**src/verilog/pfea_params.svh**
```systemverilog
// Purpose: constants for the prefetch and effective-address timing block
// Assumes: 100 MHz clock, one word per bus cycle, 24-bit byte addresses
// Notes:   cost figures are clocks and read cycles per addressing mode
`ifndef PFEA_PARAMS_SVH
`define PFEA_PARAMS_SVH

`define PFEA_BUS_CYC_CLKS   4'h4
`define PFEA_WORD_STEP      24'h00_0002
`define PFEA_QUEUE_DEPTH    2'h2
`define PFEA_RESET_ADDR     24'h00_0000

`define PFEA_CLK_IND_W      8'h04
`define PFEA_CLK_IND_L      8'h08
`define PFEA_CLK_PREDEC_W   8'h06
`define PFEA_CLK_PREDEC_L   8'h0a
`define PFEA_CLK_DISP_W     8'h08
`define PFEA_CLK_DISP_L     8'h0c
`define PFEA_CLK_INDEX_W    8'h0a
`define PFEA_CLK_INDEX_L    8'h0e
`define PFEA_CLK_ABSL_W     8'h0c
`define PFEA_CLK_ABSL_L     8'h10
`define PFEA_RD_ONE         4'h1
`define PFEA_RD_TWO         4'h2
`define PFEA_RD_THREE       4'h3
`define PFEA_RD_FOUR        4'h4

`endif

```
**src/verilog/pfea_pkg.sv**
```systemverilog
// Purpose: shared types of the prefetch and effective-address timing block
// Assumes: nothing beyond the parameter header
// Notes:   costs travel as one packed struct
package pfea_pkg;

  typedef enum logic [3:0] {
    EA_DREG, EA_AREG, EA_IND, EA_POSTINC, EA_PREDEC, EA_DISP, EA_INDEX,
    EA_ABSW, EA_ABSL, EA_PCDISP, EA_PCINDEX, EA_IMM
  } pfea_ea_mode_t;

  typedef enum logic [1:0] {OP_NONE, OP_TST, OP_FRAME_UNLINK_OP} pfea_op_t;

  typedef enum logic [1:0] {SZ_BYTE, SZ_WORD, SZ_LONG} pfea_size_t;

  typedef struct packed {
    logic [7:0] clocks;
    logic [3:0] reads;
    logic [3:0] writes;
  } pfea_cost_t;

  typedef struct packed {
    logic x;
    logic n;
    logic z;
    logic v;
    logic c;
  } pfea_flags_t;

endpackage

```
**src/verilog/pfea_core.sv**
```systemverilog
// Purpose: instruction prefetch queue, bus sequencing, cycle accounting,
//          effective-address cost lookup, operand test and frame unlink
// Assumes: bus acknowledge and read data are synchronous to clk
// Notes:   one word per bus cycle; the bus never aborts a started cycle
// Behaviour
// - operand test sets N and Z from operand, clears V and C, keeps X
// - frame unlink copies address_reg to stack pointer, then pops long into it
// - each extension word consumed triggers one refill prefetch
// - last prefetch happens when operation word drops and next decode starts
// - branch keeps superfluous fetch; exception discards both queued words
// - program counter holds address of last fetched instruction word
// - bus cycle is four clocks minimum; each wait state adds one clock
// - reported clocks include instruction fetch and all operand accesses
// - every timing report carries read and write cycle counts
// - indirect and postincrement cost 4(1/0) word, 8(2/0) long
// - predecrement costs 6(1/0) word, 10(2/0) long
// - displacement indirect costs 8(2/0) word, 12(3/0) long
// - indexed indirect costs 10(2/0) word, 14(3/0) long
// - pc displacement costs 8(2/0) word, 12(3/0) long
// - pc indexed costs 10(2/0) word, 14(3/0) long
// - index_reg size never changes indexed timing
`include "pfea_params.svh"
`timescale 1ns/10ps
`default_nettype none

module pfea_core (
  // clock and reset
  input  wire logic                 clk,
  input  wire logic                 rst,
  // memory bus
  output var  logic                 busReq,
  output var  logic [23:0]          busAddr,
  input  wire logic                 busAck,
  input  wire logic [15:0]          busRdata,
  // decoder side of the queue
  output var  logic                 wordValid,
  output var  logic [15:0]          wordData,
  output var  logic [23:0]          pcAddr,
  input  wire logic                 consumeExt,
  input  wire logic                 nextInstr,
  input  wire logic                 flush,
  input  wire logic                 flushExc,
  input  wire logic [23:0]          flushAddr,
  input  wire logic                 storeDone,
  // timing report
  output var  pfea_pkg::pfea_cost_t lastCost,
  // effective-address cost lookup
  input  wire logic                 eaReq,
  input  wire pfea_pkg::pfea_ea_mode_t eaMode,
  input  wire logic                 eaLong,
  output var  pfea_pkg::pfea_cost_t eaCost,
  // operation execution
  input  wire logic                 opStart,
  input  wire pfea_pkg::pfea_op_t   opSel,
  input  wire pfea_pkg::pfea_size_t opSize,
  input  wire logic [31:0]          operand,
  input  wire logic [31:0]          addrRegIn,
  input  wire pfea_pkg::pfea_flags_t flagsIn,
  output var  pfea_pkg::pfea_flags_t flagsOut,
  output var  logic [31:0]          stackPtr,
  output var  logic [31:0]          addrRegOut,
  output var  logic                 opBusy,
  output var  logic                 opDone
);

  typedef enum logic [1:0] {BS_IDLE = 2'b01, BS_CYC = 2'b10} pfea_bus_st_t;
  typedef enum logic [2:0] {
    EX_IDLE = 3'b001, EX_HI = 3'b010, EX_LO = 3'b100
  } pfea_ex_st_t;

  pfea_bus_st_t busSt_r;
  pfea_ex_st_t  exSt_r;
  logic [3:0]   busCnt_r;
  logic         busIsOp_r;
  logic         discard_r;
  logic [1:0]   fetchPend_r;
  logic [1:0]   qCnt_r;
  logic [15:0]  q1_r;
  logic [23:0]  fetchAddr_r;
  logic [31:0]  popAddr_r;
  logic [15:0]  popHi_r;
  logic [7:0]   instrClk_r;
  logic [3:0]   instrRd_r;
  logic [3:0]   instrWr_r;
  logic         busFin;
  logic         opWant;
  logic         fetchStart;
  logic         opBusStart;
  logic         pop;
  logic         fetchFin;
  logic [1:0]   qCnt_nxt;

  // a cycle ends only after the minimum length and the acknowledge
  assign busFin = busSt_r == BS_CYC && busCnt_r >= `PFEA_BUS_CYC_CLKS - 4'h1
                  && busAck;
  assign opWant     = exSt_r != EX_IDLE;
  // operand reads win over prefetch so the unlink is not starved
  assign opBusStart = busSt_r == BS_IDLE && opWant;
  assign fetchStart = busSt_r == BS_IDLE && !opWant && !flush
                      && fetchPend_r != 2'h0;
  assign pop        = (consumeExt || nextInstr) && qCnt_r != 2'h0;
  assign fetchFin   = busFin && !busIsOp_r && !discard_r && !flush;

  always_comb
  begin
    qCnt_nxt = qCnt_r - 2'(pop) + 2'(fetchFin);
    if (flush)
      qCnt_nxt = 2'h0;
  end

  // bus sequencer
  always_ff @(posedge clk)
  begin
    if (rst)
    begin
      busSt_r   <= BS_IDLE;
      busReq    <= 1'b0;
      busAddr   <= `PFEA_RESET_ADDR;
      busCnt_r  <= 4'h0;
      busIsOp_r <= 1'b0;
    end
    else
    begin
      unique case (busSt_r)
        BS_IDLE:
        begin
          busCnt_r <= 4'h0;
          if (opBusStart || fetchStart)
          begin
            busSt_r   <= BS_CYC;
            busReq    <= 1'b1;
            busIsOp_r <= opBusStart;
            busAddr   <= opBusStart ? popAddr_r[23:0] : fetchAddr_r;
          end
        end
        BS_CYC:
        begin
          // saturate so long wait states cannot wrap below the minimum
          if (busCnt_r < `PFEA_BUS_CYC_CLKS - 4'h1)
            busCnt_r <= busCnt_r + 4'h1;
          if (busFin)
          begin
            busSt_r <= BS_IDLE;
            busReq  <= 1'b0;
          end
        end
      endcase
    end
  end

  // prefetch bookkeeping
  always_ff @(posedge clk)
  begin
    if (rst)
    begin
      fetchPend_r <= `PFEA_QUEUE_DEPTH;
      fetchAddr_r <= `PFEA_RESET_ADDR;
      discard_r   <= 1'b0;
    end
    else if (flush)
    begin
      // both queued words are dropped and fetched again from the new stream
      fetchPend_r <= `PFEA_QUEUE_DEPTH;
      fetchAddr_r <= flushAddr;
      discard_r   <= busSt_r == BS_CYC && !busIsOp_r && !busFin;
    end
    else
    begin
      fetchPend_r <= fetchPend_r + 2'(pop) - 2'(fetchStart);
      if (fetchStart)
        fetchAddr_r <= fetchAddr_r + `PFEA_WORD_STEP;
      if (busFin && !busIsOp_r)
        discard_r <= 1'b0;
    end
  end

  // two-word queue; wordData is the head
  always_ff @(posedge clk)
  begin
    if (rst)
    begin
      qCnt_r    <= 2'h0;
      wordValid <= 1'b0;
      wordData  <= 16'h0000;
      q1_r      <= 16'h0000;
      pcAddr    <= `PFEA_RESET_ADDR;
    end
    else
    begin
      qCnt_r    <= qCnt_nxt;
      wordValid <= qCnt_nxt != 2'h0;
      if (fetchFin)
        pcAddr <= busAddr;
      if (pop && qCnt_r == 2'h2)
      begin
        wordData <= q1_r;
        if (fetchFin)
          q1_r <= busRdata;
      end
      else if (fetchFin && (qCnt_r == 2'h0 || (pop && qCnt_r == 2'h1)))
        wordData <= busRdata;
      else if (fetchFin)
        q1_r <= busRdata;
    end
  end

  // per-instruction clock and bus cycle accounting
  always_ff @(posedge clk)
  begin
    if (rst)
    begin
      instrClk_r <= 8'h00;
      instrRd_r  <= 4'h0;
      instrWr_r  <= 4'h0;
      lastCost   <= '0;
    end
    else if (nextInstr)
    begin
      lastCost.clocks <= instrClk_r + 8'h01;
      lastCost.reads  <= instrRd_r + 4'(busFin);
      lastCost.writes <= instrWr_r + 4'(storeDone);
      instrClk_r      <= 8'h00;
      instrRd_r       <= 4'h0;
      instrWr_r       <= 4'h0;
    end
    else
    begin
      // every clock counts, so wait states lengthen the figure one for one
      instrClk_r <= instrClk_r + 8'h01;
      instrRd_r  <= instrRd_r + 4'(busFin);
      instrWr_r  <= instrWr_r + 4'(storeDone);
    end
  end

  // effective-address cost; index_reg size is deliberately not an input
  always_ff @(posedge clk)
  begin
    if (rst)
      eaCost <= '0;
    else if (eaReq)
    begin
      eaCost.writes <= 4'h0;
      unique case (eaMode)
        pfea_pkg::EA_DREG, pfea_pkg::EA_AREG:
        begin
          eaCost.clocks <= 8'h00;
          eaCost.reads  <= 4'h0;
        end
        pfea_pkg::EA_IND, pfea_pkg::EA_POSTINC, pfea_pkg::EA_IMM:
        begin
          eaCost.clocks <= eaLong ? `PFEA_CLK_IND_L : `PFEA_CLK_IND_W;
          eaCost.reads  <= eaLong ? `PFEA_RD_TWO : `PFEA_RD_ONE;
        end
        pfea_pkg::EA_PREDEC:
        begin
          eaCost.clocks <= eaLong ? `PFEA_CLK_PREDEC_L : `PFEA_CLK_PREDEC_W;
          eaCost.reads  <= eaLong ? `PFEA_RD_TWO : `PFEA_RD_ONE;
        end
        pfea_pkg::EA_DISP, pfea_pkg::EA_PCDISP, pfea_pkg::EA_ABSW:
        begin
          eaCost.clocks <= eaLong ? `PFEA_CLK_DISP_L : `PFEA_CLK_DISP_W;
          eaCost.reads  <= eaLong ? `PFEA_RD_THREE : `PFEA_RD_TWO;
        end
        pfea_pkg::EA_INDEX, pfea_pkg::EA_PCINDEX:
        begin
          eaCost.clocks <= eaLong ? `PFEA_CLK_INDEX_L : `PFEA_CLK_INDEX_W;
          eaCost.reads  <= eaLong ? `PFEA_RD_THREE : `PFEA_RD_TWO;
        end
        pfea_pkg::EA_ABSL:
        begin
          eaCost.clocks <= eaLong ? `PFEA_CLK_ABSL_L : `PFEA_CLK_ABSL_W;
          eaCost.reads  <= eaLong ? `PFEA_RD_FOUR : `PFEA_RD_THREE;
        end
        default:
        begin
          eaCost.clocks <= 8'h00;
          eaCost.reads  <= 4'h0;
        end
      endcase
    end
  end

  // operand test and frame unlink
  always_ff @(posedge clk)
  begin
    if (rst)
    begin
      exSt_r     <= EX_IDLE;
      flagsOut   <= '0;
      stackPtr   <= 32'h0000_0000;
      addrRegOut <= 32'h0000_0000;
      popAddr_r  <= 32'h0000_0000;
      popHi_r    <= 16'h0000;
      opBusy     <= 1'b0;
      opDone     <= 1'b0;
    end
    else
    begin
      opDone <= 1'b0;
      unique case (exSt_r)
        EX_IDLE:
        begin
          if (opStart && opSel == pfea_pkg::OP_TST)
          begin
            flagsOut.x <= flagsIn.x;
            flagsOut.n <= opSize == pfea_pkg::SZ_BYTE ? operand[7]
                        : opSize == pfea_pkg::SZ_WORD ? operand[15]
                        : operand[31];
            flagsOut.z <= opSize == pfea_pkg::SZ_BYTE ? operand[7:0] == 8'h00
                        : opSize == pfea_pkg::SZ_WORD
                          ? operand[15:0] == 16'h0000
                        : operand == 32'h0000_0000;
            flagsOut.v <= 1'b0;
            flagsOut.c <= 1'b0;
            opDone     <= 1'b1;
          end
          else if (opStart && opSel == pfea_pkg::OP_FRAME_UNLINK_OP)
          begin
            stackPtr  <= addrRegIn;
            popAddr_r <= addrRegIn;
            opBusy    <= 1'b1;
            exSt_r    <= EX_HI;
          end
        end
        EX_HI:
          if (busFin && busIsOp_r)
          begin
            popHi_r   <= busRdata;
            popAddr_r <= popAddr_r + 32'h0000_0002;
            exSt_r    <= EX_LO;
          end
        EX_LO:
          if (busFin && busIsOp_r)
          begin
            addrRegOut <= {popHi_r, busRdata};
            stackPtr   <= popAddr_r + 32'h0000_0002;
            opBusy     <= 1'b0;
            opDone     <= 1'b1;
            exSt_r     <= EX_IDLE;
          end
      endcase
    end
  end
endmodule

`default_nettype wire

```
**config.mk**
```make
export PLATFORM = sky130hd
export DESIGN_NAME = pfea_core
export DESIGN_NICKNAME = d
export VERILOG_FILES = /design/src/verilog/pfea_pkg.sv /design/src/verilog/pfea_core.sv
export VERILOG_INCLUDE_DIRS = /design/src /design/src/verilog
export SDC_FILE = /design/constraint.sdc
export NUM_CORES = 1
export LEC_CHECK = 0
export BUFFER_PORTS_ARGS = -buffer_cell sky130_fd_sc_hd__buf_2
export CORE_ASPECT_RATIO = 2
export CORE_MARGIN = 4
export CORE_UTILIZATION = 35
export DETAILED_ROUTE_END_ITERATION = 16
export HOLD_SLACK_MARGIN = 0.15
export PLACE_DENSITY = 0.59
export SYNTH_ARGS = -nofsm -noshare
export SYNTH_HDL_FRONTEND = slang
export SYNTH_SLANG_ARGS = --single-unit
```
**constraint.sdc**
```tcl
create_clock -name clk -period 6.5 [get_ports clk]
set_input_delay 0.65 -clock clk [delete_from_list [all_inputs] [get_ports clk]]
set_output_delay 0.65 -clock clk [all_outputs]
set_load 0.02 [all_outputs]
```
## After elaboration in Yosys (flattened, before gate mapping)

Cells that the tools add are included.

- Flip-flop bits (word level): 282
- Input bits: 128
- Output and inout port bits: 169
- Word-level logic and storage cells: 173

- Add/subtract/negate cells: 10
- $lt $le $gt $ge: 2
- Equal/unequal tests: 29
- Multiplexer cells: 49
- Reduce and logical (&&, ||, !) cells: 52

Operators with widths:

| operator | number |
|---|---|
| $pmux W32 S2 | 2 |
| $mux W32 | 3 |
| $mux W16 | 5 |
| $mux W24 | 3 |
| $pmux W9 S5 | 1 |
| $add A32 B2 Y32 const B | 1 |
| $logic_not A32 Y1 | 1 |
| $add A24 B2 Y24 const B | 1 |
| $mux W3 | 7 |
| $logic_and A1 B1 Y1 | 18 |
| $eq A4 B3 Y1 const B | 4 |
| $eq A4 B4 Y1 const B | 4 |
| $logic_not A16 Y1 | 1 |
| $reduce_bool A2 Y1 | 8 |
| $mux W1 | 14 |
| $mux W4 | 3 |
| $ne A2 B2 Y1 const B | 6 |
| $reduce_and A4 Y1 | 3 |
| $reduce_and A2 Y1 | 5 |
| $pmux W3 S3 | 1 |
| $add A4 B1 Y4 | 2 |
| $add A8 B1 Y8 const B | 1 |
| $eq A2 B1 Y1 const B | 4 |
| $eq A4 B2 Y1 const B | 2 |
| other kinds (22) | 42 |

## Logic depth before layout (Yosys ltp)

Gate-level depths: netlist of run 1.

- Word-level depth: 9
- Depth in mapped cells: 13
- Depth with buffers taken out: 11

## Worst setup path after synthesis of run 1

No wires, ideal clock.

- Path kind: in2reg
- Start point: input port busAck
- End point: register wordValid
- Library setup time: 0.123 ns
- Data arrival time: 2.656 ns
- Data required time: 6.377 ns
- Slack: 3.721 ns
- Cell stages on the path: 12
- Buffers on the path: 2
- Cell sequence: and3b_1 -> and4_1 -> buf_2 -> clkinv_1 -> clkbuf_1 -> ha_1 -> inv_1 -> ha_1 -> xor2_1 -> xnor2_1 -> nor3_1 -> or2_2

- Longest elaborated chain between the ends: 7

RTL lines:

| item | line | source |
|---|---|---|
| from (decl) | pfea_core.sv:33 | `input wire logic busAck,` |
| $logic_and A1 B1 Y1 | pfea_core.sv:94 | `` assign busFin = busSt_r == BS_CYC && busCnt_r >= `PFEA_BUS_CYC_CLKS - 4'h1 `` |
| $logic_and A1 B1 Y1 (3 in a row) | pfea_core.sv:102 | `assign fetchFin = busFin && !busIsOp_r && !discard_r && !flush;` |
| $add A2 B1 Y2 | pfea_core.sv:106 | `qCnt_nxt = qCnt_r - 2'(pop) + 2'(fetchFin);` |
| $mux W2 | pfea_core.sv:107 | `if (flush)` |
| $reduce_bool A2 Y1 | pfea_core.sv:191 | `wordValid <= qCnt_nxt != 2'h0;` |
| to (signal assigned) | pfea_core.sv:183 | `wordValid <= 1'b0;` |
| to (signal assigned) | pfea_core.sv:191 |  |
| to (decl) | pfea_core.sv:36 | `output var logic wordValid,` |

Every way passes these cells.
A chain may end at the register's enable or synchronous reset.

## Worst setup path after layout of run 1

- Start point: register busCnt_r[0]
- End point: register popAddr_r[21]

- Longest elaborated chain between the ends: 6

RTL lines:

| item | line | source |
|---|---|---|
| from (decl) | pfea_core.sv:73 | `logic [3:0] busCnt_r;` |
| from (signal assigned) | pfea_core.sv:140 | `busCnt_r <= busCnt_r + 4'h1;` |
| $ge A4 B2 Y1 | pfea_core.sv:94 |  |
| $logic_and A1 B1 Y1 (2 in a row) | pfea_core.sv:94 |  |
| $logic_and A1 B1 Y1 | pfea_core.sv:326 | `if (busFin && busIsOp_r)` |
| $ne A2 B2 Y1 (no line) | -- |  |
| $reduce_and A4 Y1 (no line) | -- |  |
| to (signal assigned) | pfea_core.sv:320 | `popAddr_r <= addrRegIn;` |
| to (signal assigned) | pfea_core.sv:329 | `popAddr_r <= popAddr_r + 32'h0000_0002;` |
| to (decl) | pfea_core.sv:80 | `logic [31:0] popAddr_r;` |

Every way passes these cells.

==> qor.csv, run 1 <==
stage,metric,value,unit
detailed_routing,Routed WL,42600,um
logic_synthesis,Synth Area per Inst,7.96,um^2
place,gpl congestion,0.885,
detailed_routing,vias,12000,
setup_path,WP data arrival,3.54,ns
clock_network,Post-CTS Hold Buffers,0,
final_layout,"most common cell after layout, fill and taps aside",nand2_1,
setup_path,"Slowest-stage cell, CP",nor2_2,
detailed_routing,routed vias/inst,5.41,
detailed_routing,post-route DRC violation count,0,
floorplanning,Die Wd,141,um
grt,grt total ovfl,0,
detailed_routing,Met2 Wirelength,21800,um
floorplanning,# rows,96,
grt,vias in the first global route,11500,
pwr,final total power,3.86,mW
timing,final-report setup violation count,0,
floorplanning,Die Span Y,273,um
pwr,static leakage,5.91,nW
grt,first-pass GRT wire length,65500,um
floorplanning,Initial Utilization,35.7,%
timing,hold_ws,0.319,ns
logic_synthesis,Synth async-reset ratio,0,%
clock_network,Post-CTS Setup Inserts,0,
setup_path,type of destination of the critical path,register,
clock_network,worst skew pair latency,0.56,ns
logic_synthesis,Syn. warnings,0,
timing,worst-margin pin slew,1.28,ns
grt,Total GRT Usage,21.3,%
timing,Relative slew margins,14.5,%
setup_path,max incr delay on CP,0.70,ns
logic_synthesis,synth unique cells,74,
clock_network,maximum clock path buffer count,3,
floorplanning,Core Area,34500,um^2
clock_network,clock root buffer,clkbuf_16,
timing,fmax,0.328,GHz
flow_run,Max-Cap Viols,0,
timing,endpoints failing hold,0,
final_layout,final std cells w/o fill,2218,
place,IO buf count,280,
timing,fin crit period,3.05,ns
timing,final setup TNS,0,ns
detailed_routing,initial DRC count,563,
setup_path,Crit Path Class,register to register,
setup_path,CP required,6.99,ns
floorplanning,I/O Pins,297,
setup_path,Crit Path Max Fanout,21,
logic_synthesis,"Primary FF master, synth",dfxtp_1,
logic_synthesis,synthesized area,12300,um^2
status,status,completed,
final_layout,Final Util,43.2,%
clock_network,Worst-path clk slew,0.07,ns
detailed_routing,Final ANT Viol Nets,0,
detailed_routing,Top Metal Used,met5,
pwr,Peak supply drop,0.201,mV
timing,RSZ-0062 raised after global routing,false,
final_layout,fillers,3560,
setup_path,top cell family by delay on the critical path,simple AND/OR/NAND/NOR gates,
logic_synthesis,#FFs+latches synth,273,
logic_synthesis,"top cells by area, synth","dfxtp_1, nand2_1, a21oi_1, nor2_1, clkbuf_1",
logic_synthesis,Mapped Cells,1546,
grt,initial antenna violation count,12,
place,Post-DP HPWL,31100,um
grt,largest net degree at the start of global routing,100,
min_path,worst min path class,input port to register,
logic_synthesis,Post-synth EDFFs,0,
setup_path,Buf/Inv on CP,2,
detailed_routing,WL met1,15900,um
logic_synthesis,"area leader, netlist",dfxtp_1,
floorplanning,DIE AREA,38400,um^2
logic_synthesis,"Seq/Total Area, Yosys",44.4,%
clock_network,CTS sink count,273,
detailed_routing,met3 wire length,2320,um
final_layout,Area Overhead vs Synth,20.9,%
clock_network,number of buffers created by CTS,27,
clock_network,H-tree depth,1,
logic_synthesis,post-synth top area share,44.4,%
final_layout,nets@finish,1892,
setup_path,Most common cell on crit path,buf_4,
final_layout,layout cells sized above 1,20.6,%
place,placed insts,2164,
timing,final worst path period share,46.9,%
final_layout,most frequent cells in the layout,"nand2_1, buf_2, dfxtp_1",
setup_path,Startpoint Class,register,
detailed_routing,Pre-Repair DR Iteration Count,5,
setup_path,critical path cell sequence,ha_1 > nor3_1 > nor4_2 > buf_4 > nor2_2 > buf_4 > o21ai_0 > a21oi_1,
clock_network,CTS tree,done,
clock_network,post-CTS sizing,0,
detailed_routing,Routed WL per cell,19.2,um
timing,"Slew Viols, Final",0,
timing,Worst Clk Skew,0.0107,ns
pwr,PD cells,259,nW/um^2
## logic make-up after synthesis
family / synth area share, %
adders and majority gates: 1.22
DFF: 44.4
buffers and inverters: 5.47
xor gates and xnor gates: 3.06
and+or+nand+nor: 24.4
AOI/OAI and AO/OA: 19.8
other: 0.0305
muxes: 1.58
## synth_stat cells, drive strengths merged (26+ instances only)
cell type / number
a311oi: 28
nand2: 321
clkbuf: 99
o21ai: 33
buf: 33
nand4: 32
nand3: 36
a21oi: 176
dfxtp: 273
nor2: 142
nor4: 27
xnor2: 26
## through the flow
step	setup WS [ns]	area, um^2
after floorplan	3.72	12300
after global placement	3.27	13900
after detailed placement	3.27	13900
after CTS	3.45	14900
after global routing	3.19	14900
final	3.45	14900
## worst register-to-register path, stage by stage, from the launching register on
cell and delay [ns]:
dfxtp_1 0.32, ha_1 0.20, nor3_1 0.67, nor4_2 0.11, buf_4 0.26, nor2_2 0.71
buf_4 0.37, o21ai_0 0.17, a21oi_1 0.18
## worst paths after layout
| kind | start | endpoint | slack [ns] | depth (start not counted) |
|---|---|---|---|---|
| min | flushAddr[16] | fetchAddr_r[16] | 0.32 | 2 |
| max | busCnt_r[0] | popAddr_r[21] | 3.45 | 8 |
| max reg2reg | busCnt_r[0] | popAddr_r[21] | 3.45 | 8 |
| min reg2reg | addrRegOut[8] | addrRegOut[8] | 0.45 | 2 |
## area by class of cell
type	instances	area [um^2]	share of cell area (%)
Antenna cell	4	10.0	0.0673
Clock buffer	36	749	5.04
Clock inverter	14	230	1.55
Inverter	21	91.3	0.614
Multi-Input combinational cell	1130	6230	41.9
Sequential cell	273	5470	36.7
Tap cell	441	552	3.71
Timing Repair Buffer	299	1550	10.4
## sequential cells by signal, indices dropped and copies added (netlist names), 24 cells and up
signal       cells
busAddr         24
addrRegOut      32
pcAddr          24
popAddr_r       32
fetchAddr_r     24
stackPtr        32
## routing by layer
| layer | global-route usage, % | vias up |
|---|---|---|
| met2 | 38.6 | 401 |
| met4 | 11.5 | 14 |
| met5 | 0 | - |
| met1 | 23.4 | 5623 |
| met3 | 3.48 | 126 |
| li1 | - | 5829 |
## report_power, final
part | leakage (nW) | internal (mW) | total, mW | switching [mW]
registers | 2.21 | 1.72 | 1.77 | 0.0546
logic | 3.21 | 0.118 | 0.334 | 0.216
clock network | 0.481 | 1.05 | 1.75 | 0.701
total | 5.91 | 2.89 | 3.86 | 0.972
(Power assumes the default switching activity.)
==> run 2: changes to the inputs <==
--- a/config.mk
+++ b/config.mk
@@ -12,7 +12,7 @@
 export CORE_UTILIZATION = 35
 export DETAILED_ROUTE_END_ITERATION = 16
 export HOLD_SLACK_MARGIN = 0.15
-export PLACE_DENSITY = 0.59
+export PLACE_DENSITY = 0.61
 export SYNTH_ARGS = -nofsm -noshare
 export SYNTH_HDL_FRONTEND = slang
 export SYNTH_SLANG_ARGS = --single-unit
==> constraint.sdc (replaced) <==
create_clock -name clk -period 2.7 [get_ports clk]
set_input_delay 0.27 -clock clk [delete_from_list [all_inputs] [get_ports clk]]
set_output_delay 0.27 -clock clk [all_outputs]
set_load 0.02 [all_outputs]
==> run 2 against run 1 <==
Effect of this change: first-iteration DRC count up 28%; core utilization up 3.0 points; maximum frequency up 23%; via count up 4.1%; critical path depth down 1; cell area up 6.9%; worst setup slack worse by 3.2 ns; clock power up 120%; die area unchanged; sequential power up 140%; sequential share of layout area down 2.4 points; critical path type unchanged; largest power group unchanged; highest routed layer is now met4.
==> qor.csv, run 2 (same netlist as run 1, synthesis figures left out) <==
stage,metric,value,unit,change
pwr,Peak supply drop,0.435,mV,was 0.201 mV
grt,largest net degree at the start of global routing,90,,was 100
floorplanning,Die Wd,141,um,unchanged
setup_path,reg-to-reg startpoint,exSt_r[0],,was busCnt_r[0]
detailed_routing,Pre-Repair DR Iteration Count,5,,unchanged
grt,grt total ovfl,0,,unchanged
detailed_routing,vias,12500,,was 12000
final_layout,Largest regs,"addrRegOut: 32 flops, popAddr_r: 32 flops, stackPtr: 32 flops",,unchanged
timing,final worst-path setup slack,0.215,ns,was 3.45 ns
grt,Total GRT Usage,21.6,%,was 21.3%
final_layout,layout cells sized above 1,21.1,%,was 20.6%
timing,fin crit period,2.48,ns,was 3.05 ns
setup_path,WP data arrival,2.94,ns,was 3.54 ns
min_path,worst min path class,input port to register,,unchanged
timing,fmax,0.402,GHz,was 0.328 GHz
detailed_routing,Routed WL,43600,um,was 42600 um
floorplanning,Initial Utilization,35.7,%,unchanged
grt,vias in the first global route,11900,,was 11500
final_layout,most frequent cells in the layout,"nand2_1, buf_2, dfxtp_1",,unchanged
floorplanning,# rows,96,,unchanged
grt,initial antenna violation count,1,,was 12
setup_path,Setup crit start,exSt_r[0],,was busCnt_r[0]
flow_run,Max-Cap Viols,0,,unchanged
floorplanning,I/O Pins,297,,unchanged
floorplanning,Die Span Y,273,um,unchanged
clock_network,maximum clock path buffer count,3,,unchanged
clock_network,Worst-path clk slew,0.07,ns,about the same
timing,final-report setup violation count,0,,unchanged
clock_network,CTS sink count,273,,unchanged
setup_path,"Slowest-stage cell, CP",nand2_1,,was nor2_2
timing,RSZ-0062 raised after global routing,false,,unchanged
timing,worst-margin pin slew,1.24,ns,was 1.28 ns
clock_network,Post-CTS Setup Inserts,0,,unchanged
final_layout,nets@finish,2011,,was 1892
place,gpl congestion,0.905,,was 0.885
detailed_routing,Routed WL per cell,18.7,um,was 19.2 um
setup_path,critical path cell sequence,buf_4 > nor3b_1 > buf_4 > nand2_1 > nand2_1 > nand2_1 > o32ai_1,,was ha_1 > nor3_1 > nor4_2 > buf_4 > nor2_2 > buf_4 > o21ai_0 > a21oi_1
pwr,static leakage,6.40,nW,was 5.91 nW
pwr,PD cells,568,nW/um^2,was 259 nW/um^2
setup_path,Most common cell on crit path,nand2_1,,was buf_4
status,status,completed,,unchanged
detailed_routing,Final ANT Viol Nets,0,,unchanged
floorplanning,DIE AREA,38400,um^2,unchanged
grt,first-pass GRT wire length,66900,um,was 65500 um
setup_path,Startpoint Class,register,,unchanged
detailed_routing,initial DRC count,722,,was 563
clock_network,Post-CTS Hold Buffers,86,,was 0
floorplanning,Core Area,34500,um^2,unchanged
clock_network,number of buffers created by CTS,26,,was 27
detailed_routing,post-route DRC violation count,0,,unchanged
final_layout,Area Overhead vs Synth,29.3,%,was 20.9%
timing,"Slew Viols, Final",0,,unchanged
timing,final worst path period share,92.0,%,was 46.9%
place,Post-DP HPWL,32200,um,was 31100 um
setup_path,Crit Path Max Fanout,14,,was 21
timing,hold_ws,0.237,ns,was 0.319 ns
timing,final setup TNS,0,ns,unchanged
place,IO buf count,280,,unchanged
setup_path,CP required,3.16,ns,was 6.99 ns
final_layout,"most common cell after layout, fill and taps aside",nand2_1,,unchanged
clock_network,H-tree depth,1,,unchanged
final_layout,Final Util,46.2,%,was 43.2%
setup_path,max incr delay on CP,0.64,ns,was 0.70 ns
pwr,final total power,9.04,mW,was 3.86 mW
timing,Worst Clk Skew,0.0149,ns,was 0.0107 ns
clock_network,clock root buffer,clkbuf_16,,unchanged
clock_network,post-CTS sizing,0,,unchanged
timing,endpoints failing hold,0,,unchanged
min_path,min-delay src,eaMode[2],,was flushAddr[16]
clock_network,worst skew pair latency,0.56,ns,about the same
timing,Relative slew margins,17.0,%,was 14.5%
place,Setup WS pre-CTS,0.246,ns,was 3.27 ns
setup_path,Crit Path Class,register to register,,unchanged
detailed_routing,routed vias/inst,5.35,,was 5.41
setup_path,type of destination of the critical path,register,,unchanged
clock_network,CTS tree,done,,unchanged
[run 2: power breakdown]
group | leakage, nW | total, mW | internal, mW | switching (mW)
Sequential | 2.21 | 4.26 | 4.14 | 0.122
Combinational | 3.76 | 0.941 | 0.385 | 0.556
Clock | 0.423 | 3.84 | 2.13 | 1.71
[run 2: worst paths after layout]
check                  end  slack (ns)  depth (start not counted)
max reg2reg  popAddr_r[22]        0.22                          7
min              eaCost[9]        0.24                          5
max          popAddr_r[22]        0.22                          7
min reg2reg   stackPtr[11]        0.45                          2
[run 2: area by class of cell]
type	count	area [um^2]
fillers	3387	18600
multi-input cells	1130	6230
flip-flops and latches	273	5470
repair buffers	419	2690
clock buffers	30	686
well taps	441	552
clock inverters	17	193
inverters	21	91.3
diodes	1	2.50
[run 2: stage by stage]
step | cell area (um^2) | cells
floorplan | 12300 | 1556
global placement | 14200 | 2198
detailed placement | 14200 | 2198
CTS | 15900 | 2331
global route | 15900 | 2332
finish | 15900 | 2332
[run 2: metal layers]
layer | GRT usage [%] | part of all wire, %
met5 | 0 | 0
met1 | 24.0 | 37
met4 | 10.2 | 4.9
met3 | 1.94 | 4.9
met2 | 40.8 | 53
[run 2: worst max-delay path, delay by kind of cell (launching register included)]
family	cells	cell delay [ns]
simple gates	4	1.50
flops	1	0.34
buf+inv	2	0.33
compound gates	1	0.21
==> run 3: changes to the inputs <==
--- a/config.mk
+++ b/config.mk
@@ -6,13 +6,14 @@
 export SDC_FILE = /design/constraint.sdc
 export NUM_CORES = 1
 export LEC_CHECK = 0
-export BUFFER_PORTS_ARGS = -buffer_cell sky130_fd_sc_hd__buf_2
 export CORE_ASPECT_RATIO = 2
 export CORE_MARGIN = 4
 export CORE_UTILIZATION = 35
+export CTS_BUF_LIST = sky130_fd_sc_hd__clkbuf_8
 export DETAILED_ROUTE_END_ITERATION = 16
+export DONT_BUFFER_PORTS = 1
 export HOLD_SLACK_MARGIN = 0.15
-export PLACE_DENSITY = 0.61
+export PLACE_DENSITY = 0.54
 export SYNTH_ARGS = -nofsm -noshare
 export SYNTH_HDL_FRONTEND = slang
 export SYNTH_SLANG_ARGS = --single-unit
==> run 3 against run 2 <==
Effect of this change: hold slack lost 0.058 ns; cell area shrank 3.2%; clock power shrank 9.4%; clock skew shrank 0.0029 ns; critical endpoint is now addrRegOut[12]; largest power group unchanged.
==> qor.csv, run 3 (same netlist as run 1, synthesis figures left out) <==
stage,metric,value,unit,change
grt,grt total ovfl,0,,unchanged
clock_network,Worst-path clk slew,0.07,ns,about the same
setup_path,critical path cell sequence,or3b_1 > nor4_4 > buf_4 > nand2_1 > a21oi_1 > dlygate4sd3_1,,was buf_4 > nor3b_1 > buf_4 > nand2_1 > nand2_1 > nand2_1 > o32ai_1
flow_run,Max-Cap Viols,0,,unchanged
floorplanning,Die Wd,141,um,unchanged
final_layout,final std cells w/o fill,2172,,was 2332
final_layout,Largest regs,"addrRegOut: 32 flops, popAddr_r: 32 flops, stackPtr: 32 flops",,unchanged
grt,largest net degree at the start of global routing,143,,was 90
timing,final setup TNS,0,ns,unchanged
floorplanning,# rows,96,,unchanged
setup_path,reg-to-reg startpoint,exSt_r[2],,was exSt_r[0]
final_layout,"most common cell after layout, fill and taps aside",nand2_1,,unchanged
floorplanning,DIE AREA,38400,um^2,unchanged
setup_path,reg2reg end,addrRegOut[12],,was popAddr_r[22]
clock_network,clock root buffer,clkbuf_8,,was clkbuf_16
pwr,final total power,8.52,mW,was 9.04 mW
timing,Worst Clk Skew,0.0120,ns,was 0.0149 ns
setup_path,"Slowest-stage cell, CP",dlygate4sd3_1,,was nand2_1
clock_network,worst skew pair latency,0.57,ns,was 0.56 ns
setup_path,Crit Path Class,register to register,,unchanged
floorplanning,Die Span Y,273,um,unchanged
grt,vias in the first global route,11600,,was 11900
min_path,hold depth,3,,was 5
final_layout,layout cells sized above 1,8.39,%,was 21.1%
detailed_routing,post-route DRC violation count,0,,unchanged
timing,fin crit period,2.60,ns,was 2.48 ns
final_layout,Area Overhead vs Synth,25.1,%,was 29.3%
floorplanning,Initial Utilization,35.7,%,unchanged
final_layout,fillers,3448,,was 3387
clock_network,number of buffers created by CTS,42,,was 26
final_layout,most frequent cells in the layout,"nand2_1, dfxtp_1, a21oi_1",,"was nand2_1, buf_2, dfxtp_1"
setup_path,R2R depth,6,,was 7
timing,final-report setup violation count,0,,unchanged
setup_path,Startpoint Class,register,,unchanged
timing,"Slew Viols, Final",0,,unchanged
clock_network,maximum clock path buffer count,3,,unchanged
final_layout,area taken by multi-input logic gates,6260,um^2,was 6230 um^2
pwr,PD cells,554,nW/um^2,was 568 nW/um^2
timing,final worst-path setup slack,0.101,ns,was 0.215 ns
min_path,Hold Crit Endpoint,fetchAddr_r[15],,was eaCost[9]
timing,fmax,0.385,GHz,was 0.402 GHz
timing,RSZ-0062 raised after global routing,true,,was false
detailed_routing,initial DRC count,576,,was 722
pwr,static leakage,5.78,nW,was 6.40 nW
place,gpl congestion,0.915,,was 0.905
place,Setup WS pre-CTS,0.266,ns,was 0.246 ns
timing,final worst path period share,96.3,%,was 92.0%
setup_path,Worst R2R Setup Slack,0.10,ns,was 0.22 ns
setup_path,max incr delay on CP,0.58,ns,was 0.64 ns
detailed_routing,Routed WL,45400,um,was 43600 um
grt,first-pass GRT wire length,68100,um,was 66900 um
detailed_routing,Final ANT Viol Nets,0,,unchanged
timing,worst-margin pin slew,1.19,ns,was 1.24 ns
pwr,Peak supply drop,0.334,mV,was 0.435 mV
timing,Relative slew margins,20.2,%,was 17.0%
clock_network,CTS sink count,273,,unchanged
place,placed insts,1920,,was 2198
final_layout,Reg area,5470,um^2,about the same
min_path,min-delay src,flush,,was eaMode[2]
floorplanning,I/O Pins,297,,unchanged
clock_network,CTS tree,done,,unchanged
detailed_routing,Routed WL per cell,20.9,um,was 18.7 um
min_path,worst min path class,input port to register,,unchanged
detailed_routing,routed vias/inst,5.44,,was 5.35
detailed_routing,vias,11800,,was 12500
setup_path,CP required,3.21,ns,was 3.16 ns
final_layout,nets@finish,1839,,was 2011
floorplanning,Core Area,34500,um^2,unchanged
place,IO buf count,0,,was 280
detailed_routing,Pre-Repair DR Iteration Count,7,,was 5
setup_path,WP data arrival,3.11,ns,was 2.94 ns
setup_path,type of destination of the critical path,register,,unchanged
clock_network,H-tree depth,2,,was 1
setup_path,Crit Path Max Fanout,36,,was 14
grt,initial antenna violation count,4,,was 1
grt,Total GRT Usage,22.6,%,was 21.6%
timing,hold_ws,0.178,ns,was 0.237 ns
status,status,completed,,unchanged
timing,endpoints failing hold,0,,unchanged
place,Post-DP HPWL,31400,um,was 32200 um
==> run 3: changes by cell type in the layout (fill, tap and decap cells not counted), moves of 3 or more <==
cell	before	now
buf_2	279	0
dlygate4sd3_1	86	173
clkbuf_8	2	53
clkbuf_16	26	0
inv_1	18	29
buf_4	51	56
clkinvlp_4	4	0
bufinv_16	3	0
==> run 3: power by group <==
part           leakage, nW  total, mW  switching (mW)  internal [mW]
Sequential            2.22       4.36           0.219           4.14
Clock                0.476       3.48            1.71           1.77
Combinational         3.09      0.686           0.375          0.312
==> run 3: worst max path at each step <==
stage           startpoint               to
2_1_floorplan  busCnt_r[0]        wordValid
3_3_place_gp     exSt_r[1]   fetchPend_r[1]
3_5_place_dp     exSt_r[1]   fetchPend_r[1]
4_1_cts              flush  fetchAddr_r[12]
5_1_grt          exSt_r[1]     popAddr_r[1]
6_report         exSt_r[2]   addrRegOut[12]
==> run 3: layout make-up <==
| type | instances | area share (%) |
|---|---|---|
| sequential | 273 | 35.5 |
| clock buffer | 53 | 4.74 |
| tap | 441 | 3.58 |
| antenna | 3 | 0.0488 |
| clock inverter | 20 | 0.610 |
| timing repair buffer | 231 | 14.2 |
| inverter | 21 | 0.593 |
| multi-input combinational | 1130 | 40.7 |
==> run 3: critical path: cells and delay by family (launching register included) <==
| family | cells | cell delay [ns] |
|---|---|---|
| buffers and inverters | 2 | 1.04 |
| and+or+nand+nor | 3 | 0.85 |
| DFF | 1 | 0.47 |
| AOI/OAI and AO/OA | 1 | 0.15 |
==> run 3: what timing repair did <==
action	CTS	global route
resized for setup	0	8
endpoints found under the hold margin	270	0
setup endpoints to repair	0	37
hold buffers	175	0
buffers inserted	0	1
==> run 3: per-layer routing <==
layer	wire [um]	GRT usage, %	up-vias
met4	1990	10.3	2
li1	-	-	5709
met3	3010	5.61	92
met2	24800	43.3	373
met5	20	0	-
met1	15600	22.3	5647
==> run 3: stage by stage <==
| step | cell area (um^2) | utilization (%) |
|---|---|---|
| global route | 15400 | 44.7 |
| finish | 15400 | 44.7 |
| CTS | 15300 | 44.5 |
| floorplan | 12300 | - |
| global placement | 12800 | 37.0 |
| detailed placement | 12800 | 37.0 |
